## config.mk

```make
export PLATFORM = sky130hd
export DESIGN_NAME = pisr_resolver
export DESIGN_NICKNAME = d
export VERILOG_FILES = /design/src/inc/pisr_pkg.sv /design/src/core/pisr_resolver.sv
export SDC_FILE = /design/constraint.sdc
export NUM_CORES = 1
export LEC_CHECK = 0
export ABC_CLOCK_PERIOD_IN_PS = 2600
export BUFFER_PORTS_ARGS = -buffer_cell sky130_fd_sc_hd__buf_2
export CAP_MARGIN = 20
export CORE_MARGIN = 3
export CORE_UTILIZATION = 43
export CTS_CLUSTER_DIAMETER = 40
export CTS_CLUSTER_SIZE = 16
export DETAILED_ROUTE_END_ITERATION = 8
export GPL_TIMING_DRIVEN = 1
export PLACE_DENSITY_LB_ADDON = 0.12
export SLEW_MARGIN = 25
export SYNTH_ARGS = -nofsm -noshare
export SYNTH_HDL_FRONTEND = slang
export SYNTH_SLANG_ARGS = --single-unit
```

## constraint.sdc

```tcl
create_clock -name sys_clk -period 2.6 [get_ports sys_clk]
set_input_delay 0.26 -clock sys_clk [delete_from_list [all_inputs] [get_ports sys_clk]]
set_output_delay 0.26 -clock sys_clk [all_outputs]
set_load 0.02 [all_outputs]
```

## src/inc/pisr_pkg.sv

```systemverilog
// Shared constants and types of the package idle state resolver.
package pisr_pkg;
    localparam int CS_W = 3;
    typedef logic [CS_W-1:0] pisr_cs_t;
    localparam pisr_cs_t CS_C0 = 3'h0;
    localparam pisr_cs_t CS_C1 = 3'h1;
    localparam pisr_cs_t CS_C2 = 3'h2;
    localparam pisr_cs_t CS_C3 = 3'h3;
    localparam pisr_cs_t CS_C6 = 3'h6;
    localparam pisr_cs_t CS_C7 = 3'h7;

    typedef enum logic [2:0] {
        ST_C0   = 3'h0,
        ST_C1   = 3'h1,
        ST_C1E  = 3'h3,
        ST_C2   = 3'h2,
        ST_C3   = 3'h6,
        ST_C6   = 3'h7,
        ST_C7   = 3'h5,
        ST_WAKE = 3'h4
    } pisr_state_e;

    localparam int AXI_AW = 8;
    localparam logic [AXI_AW-1:0] OFS_CTRL   = 8'h00;
    localparam logic [AXI_AW-1:0] OFS_STATUS = 8'h04;
    localparam logic [1:0] RESP_OKAY   = 2'h0;
    localparam logic [1:0] RESP_SLVERR = 2'h2;

    localparam int CTL_W        = 8;
    localparam int CTL_C1E_EN   = 0;
    localparam int CTL_AUTOPRO  = 1;
    localparam int CTL_LIMIT_C1 = 2;
    localparam int CTL_DEEPEN   = 3;
    localparam int CTL_FLUSH_EN = 4;
    localparam logic [CTL_W-1:0] CTL_RST = 8'h11;

    localparam int STS_STATE_LSB = 0;
    localparam int STS_REQ_LSB   = 4;
    localparam int STS_WAYS_LSB  = 8;
    localparam int STS_SA_BIT    = 16;
    localparam int STS_FLUSH_BIT = 17;
    localparam int STS_C1E_BIT   = 18;

    localparam int WAYS_W = 8;
    localparam int CLK_NS = 10;
    localparam int FLUSH_STEP_NS = 100;
    localparam int FLUSH_STEP_CYC = (FLUSH_STEP_NS + CLK_NS - 1) / CLK_NS;
    localparam int PROMOTE_NS = 2000;
    localparam int PROMOTE_CYC = (PROMOTE_NS + CLK_NS - 1) / CLK_NS;

    typedef struct packed {
        logic              core_brk;
        logic              core_masked;
        logic              mem_req;
        logic              mem_busy;
    } pisr_brk_s;

    typedef struct packed {
        logic              awvalid;
        logic [AXI_AW-1:0] awaddr;
        logic              wvalid;
        logic [31:0]       wdata;
        logic [3:0]        wstrb;
        logic              bready;
        logic              arvalid;
        logic [AXI_AW-1:0] araddr;
        logic              rready;
    } pisr_axi_req_s;

    typedef struct packed {
        logic              awready;
        logic              wready;
        logic              bvalid;
        logic [1:0]        bresp;
        logic              arready;
        logic              rvalid;
        logic [31:0]       rdata;
        logic [1:0]        rresp;
    } pisr_axi_rsp_s;
endpackage

```

## src/core/pisr_resolver.sv

```systemverilog
// Package idle state resolver with its register slave.
//
// The AXI4-Lite interface to the registers and the register offsets were chosen for this implementation.
`timescale 1ns/1ps
module pisr_resolver
    import pisr_pkg::*;
#(
    parameter int NCORE       = 2,
    parameter int NTHR        = 2,
    parameter int NWAYS       = 16,
    parameter int WAYS_STEP   = 2,
    parameter int STEP_CYC    = FLUSH_STEP_CYC,
    parameter int PROMO_CYC   = PROMOTE_CYC
) (
    input  wire logic                       sys_clk,
    input  wire logic                       arst_n,
    input  wire logic                       clk_en,
    input  wire pisr_cs_t [NCORE-1:0][NTHR-1:0] thread_req,
    input  wire logic [NCORE-1:0]           c1e_hint,
    input  wire logic [NCORE-1:0]           halt_c1,
    input  wire logic                       gfx_deep,
    input  wire logic                       latency_block,
    input  wire logic                       flush_all_hint,
    input  wire pisr_cs_t                   pf_grant,
    input  wire pisr_brk_s                  brk_in,
    input  wire logic [NCORE-1:0]           brk_core_sel,
    input  wire pisr_axi_req_s              axi_req,
    output pisr_axi_rsp_s                   axi_rsp,
    output pisr_state_e                     pkg_state,
    output pisr_cs_t                        pkg_req,
    output logic [NCORE-1:0]                core_wake,
    output logic                            brk_fwd,
    output logic                            brk_fwd_masked,
    output logic                            freq_low,
    output logic                            volt_low,
    output logic                            llc_flush,
    output logic [WAYS_W-1:0]               llc_ways,
    output logic                            sa_power_off
);
    localparam int RC_W = $clog2(PROMO_CYC + 1);
    localparam int SC_W = $clog2(STEP_CYC + 1);
    localparam logic [WAYS_W-1:0] WAYS_MAX = WAYS_W'(NWAYS);
    localparam logic [WAYS_W-1:0] WAYS_DEC = WAYS_W'(WAYS_STEP);
    localparam logic [RC_W-1:0] RC_TOP = RC_W'(PROMO_CYC);
    localparam logic [SC_W-1:0] SC_TOP = SC_W'(STEP_CYC - 1);

    pisr_cs_t [NCORE-1:0] core_cs;
    logic [NCORE-1:0]     core_is_c6;
    pisr_cs_t             pkg_req_c;
    pisr_cs_t             eff_c;
    pisr_state_e          tgt_c;
    pisr_state_e          state_reg;
    pisr_state_e          prev_reg;
    logic                 mem_svc_reg;
    logic                 c1e_ok;
    logic                 low_power;
    logic                 deep_state;
    logic                 flush_ok;
    logic [RC_W-1:0]      res_cnt_reg;
    logic [SC_W-1:0]      step_cnt_reg;
    logic [CTL_W-1:0]     ctrl_reg;
    pisr_cs_t             pkg_req_reg;
    logic [NCORE-1:0]     core_wake_reg;
    logic                 brk_fwd_reg;
    logic                 brk_masked_reg;
    logic                 freq_low_reg;
    logic                 volt_low_reg;
    logic                 llc_flush_reg;
    logic [WAYS_W-1:0]    ways_reg;
    logic                 sa_off_reg;

    function automatic pisr_cs_t st_code(input pisr_state_e s);
        case (s)
            ST_C1, ST_C1E: st_code = CS_C1;
            ST_C2:         st_code = CS_C2;
            ST_C3:         st_code = CS_C3;
            ST_C6:         st_code = CS_C6;
            ST_C7:         st_code = CS_C7;
            default:       st_code = CS_C0;
        endcase
    endfunction

    genvar gi;
    generate
        for (gi = 0; gi < NCORE; gi++) begin : g_core
            always_comb begin
                core_cs[gi] = thread_req[gi][0];
                for (int t = 1; t < NTHR; t++) begin
                    if (thread_req[gi][t] < core_cs[gi]) begin
                        core_cs[gi] = thread_req[gi][t];
                    end
                end
            end
            assign core_is_c6[gi] = (core_cs[gi] == CS_C6);
        end
    endgenerate

    always_comb begin
        pkg_req_c = core_cs[0];
        for (int c = 1; c < NCORE; c++) begin
            if (core_cs[c] < pkg_req_c) begin
                pkg_req_c = core_cs[c];
            end
        end
    end

    // The residency heuristic only promotes a settled C3 package to C6, and
    // still never past what the platform grants.
    always_comb begin
        eff_c = (pf_grant < pkg_req_c) ? pf_grant : pkg_req_c;
        if (ctrl_reg[CTL_DEEPEN] && pkg_req_c == CS_C3 &&
            res_cnt_reg == RC_TOP) begin
            eff_c = (pf_grant < CS_C6) ? pf_grant : CS_C6;
        end
    end

    assign c1e_ok = ctrl_reg[CTL_C1E_EN] &&
                    ((&c1e_hint) || ((&halt_c1) && ctrl_reg[CTL_AUTOPRO]) ||
                     ctrl_reg[CTL_LIMIT_C1]);

    always_comb begin
        if (pkg_req_c == CS_C0 || eff_c == CS_C0) begin
            tgt_c = ST_C0;
        end else if (pkg_req_c == CS_C1 || eff_c == CS_C1 ||
                     ctrl_reg[CTL_LIMIT_C1]) begin
            tgt_c = c1e_ok ? ST_C1E : ST_C1;
        end else if (!gfx_deep || latency_block || eff_c == CS_C2) begin
            tgt_c = ST_C2;
        end else if (eff_c < CS_C6) begin
            tgt_c = ST_C3;
        end else if (eff_c == CS_C6) begin
            tgt_c = ST_C6;
        end else begin
            tgt_c = ST_C7;
        end
    end

    assign low_power  = (state_reg != ST_C0) && (state_reg != ST_WAKE);
    assign deep_state = (state_reg == ST_C3) || (state_reg == ST_C6) ||
                        (state_reg == ST_C7);

    // Entering C1 raises no event anywhere and C1E only drives freq_low and volt_low;
    // software sees either only by polling the status word.
    always_ff @(posedge sys_clk or negedge arst_n) begin
        if (!arst_n) begin
            state_reg   <= ST_C0;
            prev_reg    <= ST_C0;
            mem_svc_reg <= 1'b0;
        end else if (clk_en) begin
            if (brk_in.core_brk && low_power) begin
                prev_reg  <= state_reg;
                state_reg <= brk_in.core_masked ? ST_WAKE : ST_C0;
                // A break ends any memory service, so that its later return
                // cannot send a woken package back into C2.
                mem_svc_reg <= 1'b0;
            end else if (brk_in.mem_req && deep_state) begin
                prev_reg    <= state_reg;
                state_reg   <= ST_C2;
                mem_svc_reg <= 1'b1;
            end else if (mem_svc_reg) begin
                if (!brk_in.mem_busy) begin
                    mem_svc_reg <= 1'b0;
                    if (pf_grant < st_code(prev_reg)) begin
                        state_reg <= tgt_c;
                    end else begin
                        state_reg <= prev_reg;
                    end
                end
            end else if (state_reg == ST_WAKE) begin
                state_reg <= prev_reg;
            end else begin
                state_reg <= tgt_c;
            end
        end
    end

    always_ff @(posedge sys_clk or negedge arst_n) begin
        if (!arst_n) begin
            res_cnt_reg <= '0;
        end else if (clk_en) begin
            if (state_reg != ST_C3 && state_reg != ST_C6) begin
                res_cnt_reg <= '0;
            end else if (res_cnt_reg != RC_TOP) begin
                res_cnt_reg <= res_cnt_reg + 1'b1;
            end
        end
    end

    always_ff @(posedge sys_clk or negedge arst_n) begin
        if (!arst_n) begin
            core_wake_reg  <= '0;
            brk_fwd_reg    <= 1'b0;
            brk_masked_reg <= 1'b0;
            pkg_req_reg    <= CS_C0;
        end else if (clk_en) begin
            pkg_req_reg    <= pkg_req_c;
            brk_fwd_reg    <= brk_in.core_brk && low_power;
            brk_masked_reg <= brk_in.core_masked;
            core_wake_reg  <= (brk_in.core_brk && low_power) ?
                              brk_core_sel : '0;
        end
    end

    // Voltage only follows once the clock already sits at its floor, so the
    // rail never drops under a fast clock.
    always_ff @(posedge sys_clk or negedge arst_n) begin
        if (!arst_n) begin
            freq_low_reg <= 1'b0;
            volt_low_reg <= 1'b0;
        end else if (clk_en) begin
            freq_low_reg <= (state_reg == ST_C1E);
            volt_low_reg <= (state_reg == ST_C1E) && freq_low_reg;
        end
    end

    assign flush_ok = ctrl_reg[CTL_FLUSH_EN] && !(|core_is_c6) &&
                      pkg_req_c == CS_C7 &&
                      (state_reg == ST_C6 || state_reg == ST_C7);

    always_ff @(posedge sys_clk or negedge arst_n) begin
        if (!arst_n) begin
            step_cnt_reg <= '0;
            ways_reg     <= WAYS_MAX;
            llc_flush_reg <= 1'b0;
            sa_off_reg   <= 1'b0;
        end else if (clk_en) begin
            step_cnt_reg  <= (step_cnt_reg == SC_TOP) ? '0 :
                             step_cnt_reg + 1'b1;
            llc_flush_reg <= flush_ok && ways_reg != '0;
            sa_off_reg    <= (state_reg == ST_C7);
            if (flush_ok) begin
                if (flush_all_hint) begin
                    ways_reg <= '0;
                end else if (step_cnt_reg == SC_TOP) begin
                    ways_reg <= (ways_reg > WAYS_DEC) ?
                                ways_reg - WAYS_DEC : '0;
                end
            end else if (state_reg == ST_C0 && ways_reg != WAYS_MAX &&
                         step_cnt_reg == SC_TOP) begin
                ways_reg <= ways_reg + 1'b1;
            end
        end
    end

    // Register slave. Address and data are caught separately in either order
    // and the write completes once both are held.
    logic                 aw_got_reg;
    logic                 w_got_reg;
    logic [AXI_AW-1:0]    aw_addr_reg;
    logic [31:0]          w_data_reg;
    logic [3:0]           w_strb_reg;
    logic                 awready_reg;
    logic                 wready_reg;
    logic                 bvalid_reg;
    logic [1:0]           bresp_reg;
    logic                 arready_reg;
    logic                 rvalid_reg;
    logic [31:0]          rdata_reg;
    logic [1:0]           rresp_reg;
    logic                 aw_hs;
    logic                 w_hs;
    logic                 wr_fire;
    logic                 ar_hs;
    logic                 aw_got_next;
    logic                 w_got_next;
    logic [31:0]          status_c;

    assign aw_hs   = axi_req.awvalid && awready_reg;
    assign w_hs    = axi_req.wvalid && wready_reg;
    assign ar_hs   = axi_req.arvalid && arready_reg;
    assign wr_fire = aw_got_reg && w_got_reg && !bvalid_reg;
    assign aw_got_next = aw_hs || (aw_got_reg && !wr_fire);
    assign w_got_next  = w_hs || (w_got_reg && !wr_fire);

    always_comb begin
        status_c = '0;
        status_c[STS_STATE_LSB +: 3]      = state_reg;
        status_c[STS_REQ_LSB +: CS_W]     = pkg_req_reg;
        status_c[STS_WAYS_LSB +: WAYS_W]  = ways_reg;
        status_c[STS_SA_BIT]              = sa_off_reg;
        status_c[STS_FLUSH_BIT]           = llc_flush_reg;
        status_c[STS_C1E_BIT]             = volt_low_reg;
    end

    always_ff @(posedge sys_clk or negedge arst_n) begin
        if (!arst_n) begin
            aw_got_reg  <= 1'b0;
            w_got_reg   <= 1'b0;
            aw_addr_reg <= '0;
            w_data_reg  <= '0;
            w_strb_reg  <= '0;
            awready_reg <= 1'b0;
            wready_reg  <= 1'b0;
            bvalid_reg  <= 1'b0;
            bresp_reg   <= RESP_OKAY;
            ctrl_reg    <= CTL_RST;
        end else if (clk_en) begin
            aw_got_reg  <= aw_got_next;
            w_got_reg   <= w_got_next;
            awready_reg <= !aw_got_next;
            wready_reg  <= !w_got_next;
            if (aw_hs) begin
                aw_addr_reg <= axi_req.awaddr;
            end
            if (w_hs) begin
                w_data_reg <= axi_req.wdata;
                w_strb_reg <= axi_req.wstrb;
            end
            if (wr_fire) begin
                bvalid_reg <= 1'b1;
                if (aw_addr_reg == OFS_CTRL) begin
                    bresp_reg <= RESP_OKAY;
                    if (w_strb_reg[0]) begin
                        ctrl_reg <= w_data_reg[CTL_W-1:0];
                    end
                end else if (aw_addr_reg == OFS_STATUS) begin
                    bresp_reg <= RESP_OKAY;
                end else begin
                    bresp_reg <= RESP_SLVERR;
                end
            end else if (bvalid_reg && axi_req.bready) begin
                bvalid_reg <= 1'b0;
            end
        end
    end

    always_ff @(posedge sys_clk or negedge arst_n) begin
        if (!arst_n) begin
            arready_reg <= 1'b0;
            rvalid_reg  <= 1'b0;
            rdata_reg   <= '0;
            rresp_reg   <= RESP_OKAY;
        end else if (clk_en) begin
            if (ar_hs) begin
                arready_reg <= 1'b0;
                rvalid_reg  <= 1'b1;
                rresp_reg   <= RESP_OKAY;
                if (axi_req.araddr == OFS_CTRL) begin
                    rdata_reg <= {{(32 - CTL_W){1'b0}}, ctrl_reg};
                end else if (axi_req.araddr == OFS_STATUS) begin
                    rdata_reg <= status_c;
                end else begin
                    rdata_reg <= '0;
                    rresp_reg <= RESP_SLVERR;
                end
            end else if (rvalid_reg && axi_req.rready) begin
                rvalid_reg  <= 1'b0;
                arready_reg <= 1'b1;
            end else if (!rvalid_reg) begin
                arready_reg <= 1'b1;
            end
        end
    end

    assign axi_rsp = {awready_reg, wready_reg, bvalid_reg, bresp_reg,
                      arready_reg, rvalid_reg, rdata_reg, rresp_reg};

    assign pkg_state      = state_reg;
    assign pkg_req        = pkg_req_reg;
    assign core_wake      = core_wake_reg;
    assign brk_fwd        = brk_fwd_reg;
    assign brk_fwd_masked = brk_masked_reg;
    assign freq_low       = freq_low_reg;
    assign volt_low       = volt_low_reg;
    assign llc_flush      = llc_flush_reg;
    assign llc_ways       = ways_reg;
    assign sa_power_off   = sa_off_reg;

    property p_req_min;
        @(posedge sys_clk) disable iff (!arst_n)
        clk_en && core_cs[0] == CS_C0 |=> pkg_req_reg == CS_C0;
    endproperty
    a_req_min: assert property (p_req_min)
        else $error("package request not the lowest core state");

    property p_no_grant;
        @(posedge sys_clk) disable iff (!arst_n)
        clk_en && pf_grant == CS_C0 && !brk_in.core_brk &&
        !brk_in.mem_req && !mem_svc_reg && state_reg != ST_WAKE
        |=> state_reg == ST_C0;
    endproperty
    a_no_grant: assert property (p_no_grant)
        else $error("package left active state without grant");

    property p_wake;
        @(posedge sys_clk) disable iff (!arst_n)
        clk_en && brk_in.core_brk && low_power
        |=> brk_fwd_reg && core_wake_reg == $past(brk_core_sel);
    endproperty
    a_wake: assert property (p_wake)
        else $error("core break not forwarded to target core");

    property p_unmasked;
        @(posedge sys_clk) disable iff (!arst_n)
        clk_en && brk_in.core_brk && !brk_in.core_masked && low_power
        |=> state_reg == ST_C0;
    endproperty
    a_unmasked: assert property (p_unmasked)
        else $error("unmasked break did not reach active state");

    property p_masked;
        @(posedge sys_clk) disable iff (!arst_n)
        clk_en && brk_in.core_brk && brk_in.core_masked && low_power
        |=> state_reg == ST_WAKE && prev_reg == $past(state_reg);
    endproperty
    a_masked: assert property (p_masked)
        else $error("masked break lost the previous state");

    property p_mem;
        @(posedge sys_clk) disable iff (!arst_n)
        clk_en && brk_in.mem_req && !brk_in.core_brk && deep_state
        |=> state_reg == ST_C2 && mem_svc_reg;
    endproperty
    a_mem: assert property (p_mem)
        else $error("memory access did not move package to C2");

    property p_c1e_order;
        @(posedge sys_clk) disable iff (!arst_n)
        $rose(volt_low_reg) |-> freq_low_reg && $past(freq_low_reg);
    endproperty
    a_c1e_order: assert property (p_c1e_order)
        else $error("voltage lowered before clock reached floor");

    property p_no_flush_c6;
        @(posedge sys_clk) disable iff (!arst_n)
        clk_en && (|core_is_c6) |=> !llc_flush_reg;
    endproperty
    a_no_flush_c6: assert property (p_no_flush_c6)
        else $error("cache flushed while a core requests C6");

    property p_c3_valid;
        @(posedge sys_clk) disable iff (!arst_n)
        clk_en && state_reg == ST_C3 |=> !llc_flush_reg;
    endproperty
    a_c3_valid: assert property (p_c3_valid)
        else $error("cache flushed in package C3");

    property p_sa_off;
        @(posedge sys_clk) disable iff (!arst_n)
        clk_en && state_reg == ST_C7 |=> sa_off_reg;
    endproperty
    a_sa_off: assert property (p_sa_off)
        else $error("system agent not powered off in C7");
endmodule

```

==> impl_metrics.env <==
export IMPL_die_y_um=114
export IMPL_drtIter0Drc=255
export IMPL_status="finished with violations"
export IMPL_die_w_um=114
export IMPL_num_rows=38
export IMPL_violations="setup timing"
export IMPL_yosys_register_bits=91
export IMPL_relSlewSlack=0.563
export IMPL_port_buffers=108
export IMPL_p_leak_nw=3.26
export IMPL_fill_cells=938
export IMPL_cp_required_ns=2.80
export IMPL_hold_viol_final=0
export IMPL_syn_inst=500
export IMPL_grt_max_degree=48
export IMPL_synth_area_um2=4990
export IMPL_setup_violations_final=12
export IMPL_final_antenna_net_count=0
export IMPL_dp_cells=794
export IMPL_synth_cell_types=62
export IMPL_place_detailed_hpwl_mm=9.98
export IMPL_min_path_type="input pin to register"
export IMPL_cts_buffers=9
export IMPL_postSynthAreaPerCell_um2=9.98
export IMPL_cpPeakStageDelay_ns=0.36
export IMPL_synth_simple_area_share=0.139
export IMPL_synth_mux_area_frac=0.0933
export IMPL_path_clk_slew_ns=0.06
export IMPL_synth_top_family_by_area="compound AO/OA/AOI/OAI gates"
export IMPL_synth_edf_count=0
export IMPL_ir_drop_mv=0.485
export IMPL_cpLargestDelayFamily="simple AND/OR/NAND/NOR gates"
export IMPL_yosysSeqAreaShare=0.457
export IMPL_crit_type="input pin to register"
export IMPL_start_util=0.451
export IMPL_clk_latency_ns=0.33
export IMPL_ys_flop_type="dfrtp_1"
export IMPL_drive_gt1_frac=0.394
export IMPL_yosys_warnings=0
export IMPL_max_freq_mhz=318
export IMPL_clock_path_buffers=2
export IMPL_final_util=0.601
export IMPL_synthAdderAreaFrac=0.0501
export IMPL_grt_usage=0.205
export IMPL_core_area_um2=11100
export IMPL_via_per_inst=5.46
export IMPL_grt_ovfl_total=0
export IMPL_critPathBufInv=3
export IMPL_area_growth_pct=33.3
export IMPL_routed_wl_mm=13.3
export IMPL_fin_cells=815
export IMPL_routed_via_count=4452
export IMPL_cts_tree="built"
export IMPL_n_antenna_cell=0
export IMPL_drv_slew=0
export IMPL_grt_pass1_vias=4444
export IMPL_crit_slowest_cell="mux2i_4"
export IMPL_cts_root_buf="clkbuf_16"
export IMPL_min_period_ns=3.15
export IMPL_largest_reg_flops=19
export IMPL_startpoint_type="input pin"
export IMPL_drc_errors=0
export IMPL_cts_htree_levels=3
export IMPL_layout_nets=780
export IMPL_fp_dieArea_um2=12900
export IMPL_pin_count=151
export IMPL_worst_slew_pin_slew_ns=0.648
export IMPL_wl_per_cell_um=16.4
export IMPL_rsz0062_at_grt="true"
export IMPL_synth_compound_area_share=0.191
export IMPL_path_cells="buf_2, inv_1, ha_4, nand2_2, o21ai_2, mux2_4, ha_4, or2_4, a21oi_2, a21oi_2, o22ai_2, buf_4, nand4_1, nor3_4, mux2i_4, and2_4, o21a_1, o31ai_1"
export IMPL_synthXorXnorAreaFrac=0.00877
export IMPL_grt_antenna_before_repair=0
export IMPL_firstDrtPassIters=4
export IMPL_crit_arrival_ns=3.34
export IMPL_cap_violations=0
export IMPL_async_flop_share=1.00
export IMPL_grt_pass1_wl_mm=21.4
export IMPL_cp_max_fo=5
export IMPL_skew_ns=0.00402
export IMPL_globalplace_congestion=0.866
export IMPL_fin_tns_setup_ns=-5.60
export IMPL_cp_end_kind="register"
export IMPL_powerDensity_nw_per_um2=741
export IMPL_worst_slack_ns=-0.546
export IMPL_cts_sinks=91
export IMPL_finalCritPeriodShare=1.21
## worst reg2reg max path: cells and delay by family, from the launching register on
| kind | cells | cell delay, ns |
|---|---|---|
| AOI/OAI and AO/OA | 2 | 0.17 |
| adders and majority gates | 1 | 0.13 |
| buffers and inverters | 2 | 0.25 |
| DFF | 1 | 0.43 |
| muxes | 1 | 0.36 |
| and+or+nand+nor | 5 | 0.94 |
## synth_stat cells (9+ instances only)
cell | number | share of area
dfrtp_1 | 88 | 0.44
nand2_1 | 59 | 0.044
o21ai_0 | 36 | 0.036
mux2_2 | 30 | 0.068
nor2_1 | 25 | 0.019
a21oi_1 | 22 | 0.022
inv_1 | 22 | 0.017
buf_4 | 20 | 0.030
ha_1 | 20 | 0.050
a22o_1 | 17 | 0.030
clkbuf_1 | 13 | 0.0098
nand3_1 | 13 | 0.013
nor3_1 | 12 | 0.012
mux2i_1 | 9 | 0.018
## cells by family (layout without fill, tap and decap cells)
group	count (synthesis)	after routing
multiplexers	42	42
AND/OR/NAND/NOR	148	148
AO/OA/AOI/OAI	136	136
adder cells (fa/ha/maj)	20	20
other	1	15
XOR/XNOR	5	5
buffers and inverters	57	218
flip-flops	91	91
## metal layers
layer / wire length, um / track usage
met5: 0 / 0
met4: 133 / 0.0449
met3: 779 / 0.0462
met2: 6850 / 0.355
met1: 5580 / 0.264
## stage by stage
step	setup WS, ns	power (mW)	area, um2	hold slack, ns
after floorplan	-0.970	2.94	5110	-0.0356
after global placement	-0.989	3.46	6130	0.305
after detailed placement	-1.07	3.50	6130	0.316
after CTS	-0.476	4.93	6570	0.148
after global routing	-0.692	5.21	6650	0.154
final	-0.546	4.93	6650	0.158
## path summary, 6_finish.rpt
check,start,to,slack [ns],cells past startpoint
min in group asynchronous,arst_n,brk_fwd,0.47,2
max,thread_req[7],pkg_state[1],-0.55,18
min reg2reg,w_data_reg[7],ctrl_reg[7],0.48,1
max reg2reg,res_cnt_reg[1],pkg_state[1],0.19,11
max in group asynchronous,arst_n,ctrl_reg[0],1.37,3
min,axi_req[48],aw_addr_reg[0],0.16,2
## placed cells by master, fill, tap and decap left out, types with 3 or more instances in the layout
cell	instances
nand3b_1	3
clkbuf_16	9
o31ai_1	5
ha_1	16
a211o_1	3
ha_4	4
dfrtp_1	88
nand2_1	58
mux2i_1	7
mux2_2	30
a21o_1	4
nand3_1	13
o21ai_2	3
buf_6	3
or3_1	4
xor2_1	3
inv_1	20
a21oi_2	5
o21a_1	5
a22o_1	17
nor2b_1	5
nor2_1	25
o21ai_1	6
buf_4	70
nor4_1	4
o21ai_0	30
a21oi_1	18
buf_2	106
nand4_1	5
nor3b_1	4
conb_1	15
dfstp_2	3
nand2b_1	6
a31oi_1	3
nor3_1	9
a32o_1	3
## power breakdown
part | switching, mW | internal (mW)
sequential | 0.220 | 1.73
clock | 0.521 | 0.859
combinational | 0.872 | 0.729
total | 1.61 | 3.32
## cell type report
cell class / instances / area [um2] / share of cell area
well taps: 140 / 175 / 0.0263
clock inverters: 4 / 76.3 / 0.0115
inverters: 22 / 87.6 / 0.0132
multi-input cells: 366 / 2660 / 0.400
flip-flops and latches: 91 / 2280 / 0.343
clock buffers: 10 / 239 / 0.0359
repair buffers: 182 / 1130 / 0.171
## timing repair
action                                 4_1_cts  5_1_grt
buffers inserted                             4        2
endpoints found under the hold margin       43        0
gates cloned                                 1        0
setup endpoints to repair                   13       13
gates resized for setup                     22       15
pin swaps                                   22       20
hold buffers                                 1        0
(Power assumes the default switching activity.)
